File: config.mk
export PLATFORM = sky130hd
export DESIGN_NAME = bec_top
export DESIGN_NICKNAME = d
export VERILOG_FILES = /design/src/pkg/bec_pkg.sv /design/src/rtl/bec_fifo_level.sv /design/src/rtl/bec_rop.sv /design/src/rtl/bec_top.sv
export SDC_FILE = /design/constraint.sdc
export NUM_CORES = 1
export LEC_CHECK = 0
export BUFFER_PORTS_ARGS = -buffer_cell sky130_fd_sc_hd__buf_2
export CAP_MARGIN = 20
export CORE_MARGIN = 2
export CORE_UTILIZATION = 50
export DETAILED_ROUTE_END_ITERATION = 8
export PLACE_DENSITY = 0.7
export SLEW_MARGIN = 5
export SYNTH_ARGS = -nofsm -noshare
export SYNTH_HDL_FRONTEND = slang
export SYNTH_SLANG_ARGS = --single-unit
File: constraint.sdc
create_clock -name core_clk_i -period 15.6 [get_ports core_clk_i]
set_clock_uncertainty 0.15 [all_clocks]
set_input_delay 1.56 -clock core_clk_i [delete_from_list [all_inputs] [get_ports core_clk_i]]
set_output_delay 1.56 -clock core_clk_i [all_outputs]
set_load 0.05 [all_outputs]
File: src/pkg/bec_pkg.sv
package bec_pkg;
   // register indices; the byte address is four times the index
   localparam logic [9:0] IDX_CTRL = 10'h100;
   localparam logic [9:0] IDX_FMT = 10'h101;
   localparam logic [9:0] IDX_ROP = 10'h102;
   localparam logic [9:0] IDX_OP = 10'h103;
   localparam logic [9:0] IDX_OFS_LO = 10'h10C;
   localparam logic [9:0] IDX_OFS_HI = 10'h10D;
   localparam logic [9:0] IDX_IRQ_STAT = 10'h120;
   localparam logic [9:0] IDX_IRQ_MASK = 10'h121;
   localparam int unsigned CTRL_ACTIVE = 7;
   localparam int unsigned CTRL_NOT_EMPTY = 6;
   localparam int unsigned CTRL_HALF = 5;
   localparam int unsigned CTRL_FULL = 4;
   localparam int unsigned CTRL_DST_LIN = 1;
   localparam int unsigned CTRL_SRC_LIN = 0;
   localparam int unsigned FMT_BPP16 = 0;
   localparam int unsigned IRQ_DONE = 0;
   localparam int unsigned IRQ_FULL = 1;
   localparam int unsigned IRQ_REFUSED = 2;
   localparam int unsigned IRQ_W = 3;
   localparam logic [7:0] RESET_BYTE = 8'h00;
   localparam logic [23:0] RD_PAD = 24'h000000;
   localparam int unsigned FIFO_DEPTH = 16;
   localparam int unsigned FIFO_HALF_MARK = 7;
   localparam int unsigned FIFO_FULL_MARK = 15;
   localparam int unsigned ADDR_W = 21;
   localparam int unsigned PIX_W = 16;
   localparam int unsigned CNT_W = 10;
   localparam int unsigned OFS_W = 16;
   localparam int unsigned ROP_W = 4;
   typedef enum logic [3:0] {
      OP_WRITE = 4'h0, OP_READ = 4'h1, OP_MOVE_POS = 4'h2, OP_MOVE_NEG = 4'h3,
      OP_WRITE_TR = 4'h4, OP_MOVE_TR = 4'h5, OP_FILL_PAT = 4'h6, OP_FILL_PAT_TR = 4'h7,
      OP_EXPAND = 4'h8, OP_EXPAND_TR = 4'h9, OP_MOVE_EXP = 4'hA, OP_MOVE_EXP_TR = 4'hB,
      OP_SOLID = 4'hC
   } bec_op_type;
   typedef struct packed {
      logic reserved;
      logic read;
      logic move;
      logic negative;
      logic transparent;
      logic pattern;
      logic expand;
      logic solid;
   } bec_class_type;
   typedef struct packed {
      logic [PIX_W-1:0] src;
      logic [PIX_W-1:0] pat;
      logic [PIX_W-1:0] dst;
   } bec_pix_type;
   typedef enum logic [1:0] {
      ST_IDLE = 2'b00, ST_RUN = 2'b01, ST_DONE = 2'b11, ST_STEP = 2'b10
   } bec_state_type;
endpackage

File: src/rtl/bec_fifo_level.sv
`timescale 1ns/1ps
module bec_fifo_level #(
   parameter int unsigned DEPTH = bec_pkg::FIFO_DEPTH,
   parameter int unsigned HALF_MARK = bec_pkg::FIFO_HALF_MARK,
   parameter int unsigned FULL_MARK = bec_pkg::FIFO_FULL_MARK,
   parameter int unsigned LW = $clog2(DEPTH + 1)
) (
   // clock and reset
   input wire logic core_clk_i,
   input wire logic rst_n_i,
   // word moves of the transfer fifo
   input wire logic push_i,
   input wire logic pop_i,
   // occupancy and flags
   output logic [LW-1:0] level_o,
   output logic not_empty_o,
   output logic half_o,
   output logic full_o
);
   if (HALF_MARK < 1 || FULL_MARK <= HALF_MARK || FULL_MARK > DEPTH) begin : g_chk
      $error("bec_fifo_level: marks do not fit the depth");
   end
   logic [LW-1:0] level_nxt;
   logic do_push;
   logic do_pop;
   // a push into a full store or a pop from an empty one is dropped
   assign do_push = push_i && (level_o != LW'(DEPTH));
   assign do_pop = pop_i && (level_o != '0);
   always_comb begin
      level_nxt = level_o;
      if (do_push && !do_pop) begin
         level_nxt = level_o + 1'b1;
      end else if (do_pop && !do_push) begin
         level_nxt = level_o - 1'b1;
      end
   end
   always_ff @(posedge core_clk_i or negedge rst_n_i) begin
      if (!rst_n_i) begin
         level_o <= '0;
         not_empty_o <= 1'b0;
         half_o <= 1'b0;
         full_o <= 1'b0;
      end else begin
         level_o <= level_nxt;
         not_empty_o <= level_nxt != '0;
         half_o <= level_nxt >= LW'(HALF_MARK);
         full_o <= level_nxt >= LW'(FULL_MARK);
      end
   end
endmodule

File: src/rtl/bec_rop.sv
`timescale 1ns/1ps
module bec_rop #(
   parameter int unsigned W = bec_pkg::PIX_W
) (
   // truth-table code
   input wire logic [3:0] code_i,
   // source (or pattern) and destination pixels
   input wire logic [W-1:0] s_i,
   input wire logic [W-1:0] d_i,
   // result
   output logic [W-1:0] y_o
);
   if (W < 1) begin : g_chk
      $error("bec_rop: width must be at least one");
   end
   // each result bit is the code bit picked by the pair {s, d}
   for (genvar i = 0; i < W; i++) begin : g_bit
      assign y_o[i] = code_i[{s_i[i], d_i[i]}];
   end
endmodule

File: src/rtl/bec_top.sv
// The Wishbone slave port was decided locally.
`timescale 1ns/1ps
// What this block does
// - not-empty flag shows fifo holds words
// - three flags encode fifo occupancy ranges
// - half-full flag set at seven or more words
// - full flag set when one entry or none free
// - destination linear select: contiguous or rectangle
// - source linear select: contiguous or rectangle
// - rectangles step lines by address offset
// - raster code is a source/destination truth table
// - low raster bits give expansion start bit
// - decode operation codes zero to six
// - decode codes seven to twelve, rest reserved
module bec_top
   import bec_pkg::*;
#(
   parameter int unsigned AW = bec_pkg::ADDR_W,
   parameter int unsigned CW = bec_pkg::CNT_W
) (
   // clock and reset
   input wire logic core_clk_i,
   input wire logic rst_n_i,
   // wishbone slave
   input wire logic wb_cyc_i,
   input wire logic wb_stb_i,
   input wire logic wb_we_i,
   input wire logic [11:0] wb_adr_i,
   input wire logic [3:0] wb_sel_i,
   input wire logic [31:0] wb_dat_i,
   output logic [31:0] wb_dat_o,
   output logic wb_ack_o,
   // transfer geometry from the address registers
   input wire logic [AW-1:0] src_start_i,
   input wire logic [AW-1:0] dst_start_i,
   input wire logic [CW-1:0] line_pixels_i,
   input wire logic [CW-1:0] line_count_i,
   input wire logic mem_rdy_i,
   // transfer fifo word moves
   input wire logic fifo_push_i,
   input wire logic fifo_pop_i,
   // pixel datapath
   input wire logic pix_valid_i,
   input wire bec_pkg::bec_pix_type pix_i,
   output logic [PIX_W-1:0] rop_pix_o,
   output logic rop_valid_o,
   // engine state
   output logic busy_o,
   output bec_pkg::bec_class_type op_class_o,
   output logic bpp16_o,
   output logic [2:0] expand_bit_o,
   output logic addr_valid_o,
   output logic [AW-1:0] src_addr_o,
   output logic [AW-1:0] dst_addr_o,
   // interrupt
   output logic irq_o
);
   import bec_pkg::*;
   if (AW < 2 || AW < OFS_W || CW < 1) begin : g_chk
      $error("bec_top: address or count width too small");
   end

   function automatic bec_class_type decode(input logic [3:0] op);
      bec_class_type c;
      c = '0;
      case (op)
         OP_WRITE: c.solid = 1'b0;
         OP_READ: c.read = 1'b1;
         OP_MOVE_POS: c.move = 1'b1;
         OP_MOVE_NEG: begin
            c.move = 1'b1;
            c.negative = 1'b1;
         end
         OP_WRITE_TR: c.transparent = 1'b1;
         OP_MOVE_TR: begin
            c.move = 1'b1;
            c.transparent = 1'b1;
         end
         OP_FILL_PAT: c.pattern = 1'b1;
         OP_FILL_PAT_TR: begin
            c.pattern = 1'b1;
            c.transparent = 1'b1;
         end
         OP_EXPAND: c.expand = 1'b1;
         OP_EXPAND_TR: begin
            c.expand = 1'b1;
            c.transparent = 1'b1;
         end
         OP_MOVE_EXP: begin
            c.move = 1'b1;
            c.expand = 1'b1;
         end
         OP_MOVE_EXP_TR: begin
            c.move = 1'b1;
            c.expand = 1'b1;
            c.transparent = 1'b1;
         end
         OP_SOLID: c.solid = 1'b1;
         default: c.reserved = 1'b1;
      endcase
      return c;
   endfunction

   bec_state_type state_r;
   logic ack_r;
   logic [31:0] dat_r;
   logic src_lin_r;
   logic dst_lin_r;
   logic bpp16_r;
   logic [3:0] rop_r;
   logic [3:0] op_r;
   logic [OFS_W-1:0] ofs_r;
   logic [IRQ_W-1:0] stat_r;
   logic [IRQ_W-1:0] stat_nxt;
   logic [IRQ_W-1:0] mask_r;
   logic irq_r;
   logic busy_r;
   logic full_q;
   logic [AW-1:0] src_cur_r;
   logic [AW-1:0] dst_cur_r;
   logic [AW-1:0] src_line_r;
   logic [AW-1:0] dst_line_r;
   logic [CW-1:0] pix_cnt_r;
   logic [CW-1:0] line_cnt_r;
   logic [AW-1:0] src_addr_r;
   logic [AW-1:0] dst_addr_r;
   logic addr_valid_r;
   logic [PIX_W-1:0] rop_pix_r;
   logic rop_valid_r;
   bec_class_type cls_r;
   bec_class_type cls_now;
   logic fifo_ne;
   logic fifo_hf;
   logic fifo_full;
   logic [PIX_W-1:0] rop_y;
   logic [7:0] rd_byte;
   logic [7:0] ctrl_rd;

   // bus request decode
   logic req;
   logic wr;
   logic [9:0] idx;
   logic start_hit;
   logic start_ok;
   logic refused;
   logic pix_last;
   logic line_last;
   logic [AW-1:0] step;
   logic [AW-1:0] ofs_ext;
   assign req = wb_cyc_i && wb_stb_i && !ack_r;
   // a write lands at the edge where the master sees ack, not at the taking edge
   assign wr = wb_cyc_i && wb_stb_i && ack_r && wb_we_i && wb_sel_i[0];
   assign idx = wb_adr_i[11:2];
   assign cls_now = decode(op_r);
   assign start_hit = wr && (idx == IDX_CTRL) && wb_dat_i[CTRL_ACTIVE] && (state_r == ST_IDLE);
   assign start_ok = start_hit && !cls_now.reserved;
   assign refused = start_hit && cls_now.reserved;
   assign pix_last = pix_cnt_r == CW'(line_pixels_i - 1'b1);
   assign line_last = line_cnt_r == CW'(line_count_i - 1'b1);
   assign step = bpp16_r ? AW'(2) : AW'(1);
   assign ofs_ext = AW'(ofs_r);

   function automatic logic [AW-1:0] adv(input logic [AW-1:0] a, input logic [AW-1:0] d,
                                          input logic neg);
      return neg ? AW'(a - d) : AW'(a + d);
   endfunction

   bec_fifo_level #(
      .DEPTH(FIFO_DEPTH),
      .HALF_MARK(FIFO_HALF_MARK),
      .FULL_MARK(FIFO_FULL_MARK)
   ) u_level (
      .core_clk_i(core_clk_i),
      .rst_n_i(rst_n_i),
      .push_i(fifo_push_i),
      .pop_i(fifo_pop_i),
      .level_o(),
      .not_empty_o(fifo_ne),
      .half_o(fifo_hf),
      .full_o(fifo_full)
   );

   // pattern pixels replace source pixels during pattern fill
   bec_rop #(
      .W(PIX_W)
   ) u_rop (
      .code_i(rop_r),
      .s_i(cls_r.pattern ? pix_i.pat : pix_i.src),
      .d_i(pix_i.dst),
      .y_o(rop_y)
   );

   // register read mux
   assign ctrl_rd = {busy_r, fifo_ne, fifo_hf, fifo_full, 2'b00, dst_lin_r, src_lin_r};
   always_comb begin
      rd_byte = RESET_BYTE;
      if (idx == IDX_CTRL) begin
         rd_byte = ctrl_rd;
      end else if (idx == IDX_FMT) begin
         rd_byte = {7'h00, bpp16_r};
      end else if (idx == IDX_ROP) begin
         rd_byte = {4'h0, rop_r};
      end else if (idx == IDX_OP) begin
         rd_byte = {4'h0, op_r};
      end else if (idx == IDX_OFS_LO) begin
         rd_byte = ofs_r[7:0];
      end else if (idx == IDX_OFS_HI) begin
         rd_byte = ofs_r[15:8];
      end else if (idx == IDX_IRQ_STAT) begin
         rd_byte = {5'h00, stat_r};
      end else if (idx == IDX_IRQ_MASK) begin
         rd_byte = {5'h00, mask_r};
      end
   end

   always_ff @(posedge core_clk_i or negedge rst_n_i) begin
      if (!rst_n_i) begin
         ack_r <= 1'b0;
         dat_r <= '0;
      end else begin
         ack_r <= req;
         if (req) begin
            dat_r <= wb_we_i ? '0 : {RD_PAD, rd_byte};
         end
      end
   end

   // software-written configuration; reserved format bit is not stored
   always_ff @(posedge core_clk_i or negedge rst_n_i) begin
      if (!rst_n_i) begin
         src_lin_r <= 1'b0;
         dst_lin_r <= 1'b0;
         bpp16_r <= 1'b0;
         rop_r <= '0;
         op_r <= '0;
         ofs_r <= '0;
         mask_r <= '0;
      end else if (wr) begin
         if (idx == IDX_CTRL) begin
            src_lin_r <= wb_dat_i[CTRL_SRC_LIN];
            dst_lin_r <= wb_dat_i[CTRL_DST_LIN];
         end else if (idx == IDX_FMT) begin
            bpp16_r <= wb_dat_i[FMT_BPP16];
         end else if (idx == IDX_ROP) begin
            rop_r <= wb_dat_i[3:0];
         end else if (idx == IDX_OP) begin
            op_r <= wb_dat_i[3:0];
         end else if (idx == IDX_OFS_LO) begin
            ofs_r[7:0] <= wb_dat_i[7:0];
         end else if (idx == IDX_OFS_HI) begin
            ofs_r[15:8] <= wb_dat_i[7:0];
         end else if (idx == IDX_IRQ_MASK) begin
            mask_r <= wb_dat_i[IRQ_W-1:0];
         end
      end
   end

   // engine sequencer
   always_ff @(posedge core_clk_i or negedge rst_n_i) begin
      if (!rst_n_i) begin
         state_r <= ST_IDLE;
         busy_r <= 1'b0;
      end else begin
         busy_r <= start_ok || (busy_r && state_r != ST_DONE);
         case (state_r)
            ST_IDLE: begin
               if (start_ok) begin
                  state_r <= ST_RUN;
               end
            end
            ST_RUN: begin
               if (mem_rdy_i && pix_last) begin
                  state_r <= line_last ? ST_DONE : ST_STEP;
               end
            end
            ST_STEP: state_r <= ST_RUN;
            ST_DONE: state_r <= ST_IDLE;
            default: state_r <= ST_IDLE;
         endcase
      end
   end

   // address walk: pixels along a line, then linear or offset line step
   always_ff @(posedge core_clk_i or negedge rst_n_i) begin
      if (!rst_n_i) begin
         src_cur_r <= '0;
         dst_cur_r <= '0;
         src_line_r <= '0;
         dst_line_r <= '0;
         pix_cnt_r <= '0;
         line_cnt_r <= '0;
      end else if (start_ok) begin
         src_cur_r <= src_start_i;
         dst_cur_r <= dst_start_i;
         src_line_r <= src_start_i;
         dst_line_r <= dst_start_i;
         pix_cnt_r <= '0;
         line_cnt_r <= '0;
      end else if (state_r == ST_RUN && mem_rdy_i && !pix_last) begin
         pix_cnt_r <= pix_cnt_r + 1'b1;
         src_cur_r <= adv(src_cur_r, step, cls_r.negative);
         dst_cur_r <= adv(dst_cur_r, step, cls_r.negative);
      end else if (state_r == ST_STEP) begin
         pix_cnt_r <= '0;
         line_cnt_r <= line_cnt_r + 1'b1;
         if (src_lin_r) begin
            src_cur_r <= adv(src_cur_r, step, cls_r.negative);
         end else begin
            src_line_r <= adv(src_line_r, ofs_ext, cls_r.negative);
            src_cur_r <= adv(src_line_r, ofs_ext, cls_r.negative);
         end
         if (dst_lin_r) begin
            dst_cur_r <= adv(dst_cur_r, step, cls_r.negative);
         end else begin
            dst_line_r <= adv(dst_line_r, ofs_ext, cls_r.negative);
            dst_cur_r <= adv(dst_line_r, ofs_ext, cls_r.negative);
         end
      end
   end

   // registered outputs of the walk and the pixel path
   always_ff @(posedge core_clk_i or negedge rst_n_i) begin
      if (!rst_n_i) begin
         addr_valid_r <= 1'b0;
         src_addr_r <= '0;
         dst_addr_r <= '0;
         rop_pix_r <= '0;
         rop_valid_r <= 1'b0;
         cls_r <= '0;
      end else begin
         cls_r <= cls_now;
         addr_valid_r <= (state_r == ST_RUN) && mem_rdy_i;
         if (state_r == ST_RUN && mem_rdy_i) begin
            src_addr_r <= src_cur_r;
            dst_addr_r <= dst_cur_r;
         end
         rop_valid_r <= pix_valid_i;
         if (pix_valid_i) begin
            rop_pix_r <= rop_y;
         end
      end
   end

   // interrupt status: set wins over a same-cycle write-one clear
   always_comb begin
      stat_nxt = stat_r;
      if (wr && idx == IDX_IRQ_STAT) begin
         stat_nxt = stat_r & ~wb_dat_i[IRQ_W-1:0];
      end
      stat_nxt[IRQ_DONE] = stat_nxt[IRQ_DONE] | (state_r == ST_DONE);
      stat_nxt[IRQ_FULL] = stat_nxt[IRQ_FULL] | (fifo_full && !full_q);
      stat_nxt[IRQ_REFUSED] = stat_nxt[IRQ_REFUSED] | refused;
   end

   always_ff @(posedge core_clk_i or negedge rst_n_i) begin
      if (!rst_n_i) begin
         stat_r <= '0;
         full_q <= 1'b0;
         irq_r <= 1'b0;
      end else begin
         stat_r <= stat_nxt;
         full_q <= fifo_full;
         irq_r <= |(stat_nxt & mask_r);
      end
   end

   assign wb_ack_o = ack_r;
   assign wb_dat_o = dat_r;
   assign busy_o = busy_r;
   assign op_class_o = cls_r;
   assign bpp16_o = bpp16_r;
   assign expand_bit_o = rop_r[2:0];
   assign addr_valid_o = addr_valid_r;
   assign src_addr_o = src_addr_r;
   assign dst_addr_o = dst_addr_r;
   assign rop_pix_o = rop_pix_r;
   assign rop_valid_o = rop_valid_r;
   assign irq_o = irq_r;
endmodule

==> metrics.txt, run 1 <==
area of placed instances=17100 um^2; io pins=274; VDD IR max=0.0814 mV; die span in x=181 um; Mean Syn Cell Area=9.10 um^2; Slew Limit Fails=0; critical path arrival=roughly 6000 ps; RSZ-0062 raised after global routing=no; Leak=approximately 8.5 nW; port bufs=220; nets@finish=2149; critical path class=input pin to flop; post-DP HPWL=31.3 mm; max_cap viols=0; Wirelength per Cell=18.4 um; period utilization=36.9%; DRC=0; Seq/Total Area, Yosys=a little over a third; via count=13700; Finished Layout Cells=between 2000 and 2500; CTS Buf Count=25; initial antenna violation count=4; GPL Wtd Cong=0.898; Placed Cells incl. Taps=2283; synth-to-layout area growth=14.6%; Synth cell types=93; First-pass DRT Iterations=7; Setup crit end kind=flop; first-pass GRT wire length=69.6 mm; outcome=completed; H-tree lvl count=1; clk_lat worst skew=approximately 530 ps; largest net degree at the start of global routing=83; via/cell ratio=5.89; post-synthesis cell count=between 1500 and 2000; total power=1.40 mW; CP Launch Type=input pin; Critical Path RT=15900 ps; Yosys reg bits=227; final cell area excluding filler cells=approximately 18000 um^2; highest clock rate=~170 MHz; die area=32900 um^2; top_reg_cell synth=dfrtp_1; EDFF count, synth=0; ys async rst share=100%; core area=between 30000 and 40000 um^2; CTS max path bufs=3; Root Driver=clkbuf_16; Hold Buf Count CTS=0; HP Class=flop to flop; FP Rows=64; Initial Util=51.0%; worst-margin pin slew=1040 ps; Post-Route WL=42.9 mm; proportion of layout cells with a drive suffix above 1=22.0%; Final Hold Viols=0; DRT iter0 DRCs=slightly below 900; Tot GR Track Use=around a quarter; total gr overflow=0; vias in the first global route=around 14000; Post-Syn Area=15700 um^2; Crit Path Max Fanout=19; endpoints failing setup=0; CTS Sinks=227; clock transition at the registers of the reported paths=60 ps; post_cts resized=0; CTS tree=built; Period minus WS final=5750 ps; Chip Height=about 180 um; Post-CTS Setup Bufs=0; Syn. warnings=0; Slew headroom=30.1%; Fin Setup TNS=0 ps; Final ANT Viol Nets=0; PwrDens=77.5 nW/um^2
[synth_stat cells (12+ instances only)]
master / number / area (um^2)
nand3_1: 39 / 195
a211oi_1: 15 / 113
maj3_1: 12 / 120
and3_1: 14 / 87.6
nand2_1: 201 / 754
nor2b_1: 16 / 100
o31ai_1: 18 / 135
a21boi_0: 14 / 105
xnor2_1: 92 / 806
o21ai_0: 119 / 596
ha_1: 61 / 763
a21o_1: 22 / 165
dfrtp_1: 227 / 5680
nor3_1: 45 / 225
a21oi_1: 91 / 455
o22ai_1: 13 / 81.3
inv_1: 52 / 195
xor2_1: 65 / 569
mux2_2: 88 / 991
buf_4: 28 / 210
a31oi_1: 22 / 138
nand2b_1: 17 / 106
buf_1: 12 / 45.0
clkbuf_1: 63 / 236
nor2_1: 155 / 582
mux2i_1: 28 / 280
mux4_2: 16 / 360
[final cells by class]
class	instances	area [um^2]
Fill cell	2717	12800
Clock inverter	10	179
Timing Repair Buffer	243	1300
Sequential cell	227	5680
Inverter	53	199
Clock buffer	34	719
Tap cell	396	495
Antenna cell	2	5.00
Multi-Input combinational cell	1367	9460
[worst paths after layout]
path,cells past startpoint,from,slack (ps),endpoint
worst max register to register,17,op_class_o[4],10020,src_cur_r[19]
worst max-delay path,14,line_pixels_i[2],9850,dst_line_r[9]
min in group asynchronous,1,rst_n_i,820,pix_cnt_r[3]
worst min-delay path,0,u_level.full_o,280,full_q
max in group asynchronous,2,rst_n_i,13070,src_addr_o[8]
worst min register to register,0,u_level.full_o,280,full_q
[critical path, stage by stage]
cell and delay (ps):
buf_2 140, or4_1 540, or4_1 540, o21ai_0 180, nand2_1 70, a211oi_1 290, nand2_1 300, nand2_1 640
nand2b_1 520, nor2_1 670, buf_6 230, nand2_1 70, xor2_1 140, a21oi_1 160
[routing by layer]
layer	track usage, %	routed length (um)
met1	35.2	19100
met2	41.4	19500
met3	4.75	2980
met4	8.78	1280
met5	0	41
[cell usage in the layout, fill, tap and decap left out, types with 20 or more instances in the layout]
master,n
a21o_1,22
a21oi_1,90
a31oi_1,22
buf_2,220
buf_4,20
clkbuf_16,25
conb_1,24
dfrtp_1,226
ha_1,61
inv_1,52
mux2_2,88
mux2i_1,28
nand2_1,201
nand3_1,39
nor2_1,155
nor3_1,45
o21ai_0,118
xnor2_1,92
xor2_1,65
[power breakdown]
group	total [mW]	leakage, nW	internal [mW]	switching (mW)
Clock	0.654	0.446	0.404	0.250
Sequential	0.611	3.06	0.600	0.0109
Combinational	0.132	5.03	0.0493	0.0830
Total	1.40	8.54	1.05	0.344
[sequential cells by signal, summed over array words and instances, names as in the netlist, 10 cells and up]
name        cells
dst_line_r     21
src_line_r     21
pix_cnt_r      10
dst_addr_o     21
rop_pix_o      16
dst_cur_r      21
line_cnt_r     10
src_addr_o     21
ofs_r          16
src_cur_r      21
[per-stage QoR]
step | utilization [%] | setup slack (ps) | hold slack [ps]
floorplan | - | 9490 | 224
global placement | 55.4 | 9100 | 272
detailed placement | 55.5 | 9350 | 268
CTS | 58.4 | 9900 | 276
global route | 58.5 | 9530 | 279
finish | 58.5 | 9850 | 281
[kinds of logic (layout without fill, tap and decap cells)]
logic type | count (synthesis) | in the layout | share of synthesized area (%)
AO/OA/AOI/OAI | 420 | 420 | 17.5
XOR/XNOR | 158 | 158 | 8.84
adder cells (fa/ha/maj) | 81 | 81 | 6.41
buffers and inverters | 158 | 340 | 4.45
flip-flops | 227 | 227 | 36.1
multiplexers | 133 | 133 | 10.4
other | 1 | 26 | 0.0238
AND/OR/NAND/NOR | 551 | 551 | 16.2
No activity file was read; power rests on OpenSTA's default activity.
==> run 2, diff against run 1 <==
--- a/config.mk
+++ b/config.mk
@@ -5,6 +5,7 @@
 export SDC_FILE = /design/constraint.sdc
 export NUM_CORES = 1
 export LEC_CHECK = 0
+export ABC_AREA = 1
 export BUFFER_PORTS_ARGS = -buffer_cell sky130_fd_sc_hd__buf_2
 export CAP_MARGIN = 20
 export CORE_MARGIN = 2
==> constraint.sdc (replaced) <==
create_clock -name core_clk_i -period 5.6 [get_ports core_clk_i]
set_clock_uncertainty 0.15 [all_clocks]
set_input_delay 0.56 -clock core_clk_i [delete_from_list [all_inputs] [get_ports core_clk_i]]
set_output_delay 0.56 -clock core_clk_i [all_outputs]
set_load 0.05 [all_outputs]
==> run 2 against run 1 <==
Against the previous run:
- global-route usage rose by 2.8 points
- flip-flop and latch count did not move
- via count increased by 21%
- clock power grew to 3.0 times the previous value
- count of clock-buffer cells in the layout up 6
- register-to-register slack worse by 8500 ps
- sequential power rose to 3.4 times the previous value
- non-clock buffer count shrank 11
- worst hold slack worse by 160 ps
- core utilization down 0.99 points
- critical path type is now flop to flop
==> metrics.txt, run 2 <==
max incr delay on CP=570 ps; buffer and inverter count on the worst path=2; Mean Syn Cell Area=7.04 um^2; largest net degree at the start of global routing=around 120; FP Rows=67; period utilization=72.4%; via count=16600; die span in x=187 um; highest clock rate=~250 MHz; die area=roughly 35000 um^2; io pins=274; H-tree lvl count=1; Post-Route WL=approximately 50 mm; Yosys reg bits=roughly 230; proportion of layout cells with a drive suffix above 1=15.6%; post-DP HPWL=around 38 mm; fill count=3252; Post-CTS Setup Bufs=0; vias in the first global route=15800; Wirelength per Cell=16.5 um; critical path arrival=4370 ps; nets@finish=approximately 2800; final core occ=between 50 and 60%; RSZ-0062 raised after global routing=no; most frequent cells in the layout=nand2_1 (632), inv_1 (280), dfrtp_1 (226), buf_2 (219), o21ai_0 (190); core area=~33000 um^2; Period minus WS final=4060 ps; leading cell types by count after synthesis=nand2_1 (633), inv_1 (280), dfrtp_1 (227), o21ai_0 (190), nor2_1 (188); GPL Wtd Cong=between 0.9 and 1; critical path class=flop to flop; CP delay by family, top=compound AO/OA/AOI/OAI gates; synth-to-layout area growth=14.1%; commonest non-fill, non-tap cell in the layout=nand2_1; first-pass GRT wire length=80.9 mm; ranking of synthesized cells by area=dfrtp_1 (34%), nand2_1 (14%), inv_1 (6.3%); Final Hold Viols=0; via/cell ratio=5.42; outcome=completed; Setup crit end kind=flop; CP dominant cell by count=nand3_1; Critical Path RT=5920 ps; Fin Setup TNS=0 ps; Crit Path Max Fanout=54; crit-path cells=buf_4, nor2_1, xor2_1, ha_1, nand2_1, nor2_1, a211oi_1, inv_1, nand3_1, nand3_1, nand3_1, nand3_1, nand2_1, xor2_1, o21ai_0, nor2_1, o22ai_1; VDD IR max=0.277 mV; worst-margin pin slew=1210 ps; CTS Sinks=227; CTS tree=built; CTS Buf Count=28; HP Class=input pin to flop; Tot GR Track Use=28.6%; DRC=0; Seq/Total Area, Yosys=33.8%; Synth cell types=67; ys async rst share=100%; PwrDens=305 nW/um^2; Hold Buf Count CTS=1; top_reg_cell synth=dfrtp_1; clk_lat worst skew=roughly 560 ps; Synth area leader=dfrtp_1; post-synthesis cell count=about 2400; Chip Height=187 um; clock transition at the registers of the reported paths=70 ps; EDFF count, synth=0; Leak=approximately 10 nW; Slew headroom=between 10% and 20%; Slew Limit Fails=0; DRT iter0 DRCs=1171; max_cap viols=0; endpoints failing setup=0; Ant. Diodes=0; Root Driver=clkbuf_16; Yosys top cell area share=33.8%; initial antenna violation count=0; Post-Syn Area=16800 um^2; slowest stage cell, crit path=buf_4; CP Launch Type=flop; CTS max path bufs=3; Initial Util=50.4%; Syn. warnings=0; First-pass DRT Iterations=7; total gr overflow=0; Final ANT Viol Nets=0; top-count cell post-synth=nand2_1; post_cts resized=0; port bufs=220
## run 2: changes by cell type after synthesis, sizes merged, moves of 19 or more
cell    change
nand2     +472
inv       +246
nand3     +122
o21ai      +92
mux2       -89
nor2       +73
xnor2      -72
clkbuf     -38
o211ai     +31
nor3       -20
a21oi      +19
## run 2: logic make-up after synthesis
group / after synthesis / share of synthesized area, %
other: 1 / 0.0223
xor gates and xnor gates: 82 / 4.28
adders and majority gates: 65 / 5.02
muxes: 16 / 0.954
DFF: 227 / 33.8
buffers and inverters: 388 / 9.73
AOI/OAI and AO/OA: 469 / 16.1
and+or+nand+nor: 1136 / 30.0
## run 2: cell type report
cell class / instances / area [um^2] / area share, %
multi-input cells: 1792 / 9560 / 50.0
repair buffers: 232 / 1220 / 6.35
flip-flops and latches: 227 / 5680 / 29.7
clock buffers: 40 / 817 / 4.27
clock inverters: 12 / 165 / 0.863
well taps: 448 / 561 / 2.93
inverters: 303 / 1140 / 5.96
## run 2: worst min-delay path, delay by kind of cell
| family | cells | cell delay (ps) |
|---|---|---|
| and+or+nand+nor | 2 | 120 |
| buffers and inverters | 1 | 100 |
## run 2: worst paths after layout
check / from / cells past startpoint / end / slack [ps]
setup / recovery: op_class_o[4] / 17 / src_cur_r[9] / 1540
hold / removal: wb_stb_i / 3 / wb_ack_o / 120
setup reg to reg: op_class_o[4] / 17 / src_cur_r[9] / 1540
hold reg to reg: u_level.full_o / 0 / full_q / 240
max in group asynchronous: rst_n_i / 3 / src_cur_r[8] / 3590
min in group asynchronous: rst_n_i / 2 / line_cnt_r[9] / 480
## run 2: routing by layer
layer  up-vias  track usage [%]  share of wire, %
met5         -                0                 0
li1       8209                -                 -
met2       514             47.3                46
met3       100             3.41               5.4
met1      7741             38.6                45
met4         0             10.4               3.8
## run 2: through the flow
| stage | setup WS, ps | hold slack (ps) | cell area [um^2] | power (mW) | cells |
|---|---|---|---|---|---|
| finish | 1540 | 117 | 19100 | 5.84 | 3054 |
| CTS | 1680 | 97.0 | 19100 | 5.89 | 3054 |
| global placement | 1740 | 211 | 18200 | 3.89 | 3001 |
| detailed placement | 1660 | 226 | 18200 | 3.93 | 3001 |
| global route | 1400 | 117 | 19100 | 6.18 | 3054 |
| floorplan | 1510 | 114 | 16900 | 3.46 | 2407 |
## run 2: power by group
group	total, mW	switching [mW]	leakage [nW]	internal (mW)
Clock	1.93	0.741	0.481	1.19
Combinational	1.81	1.27	6.55	0.538
Sequential	2.10	0.196	2.81	1.90
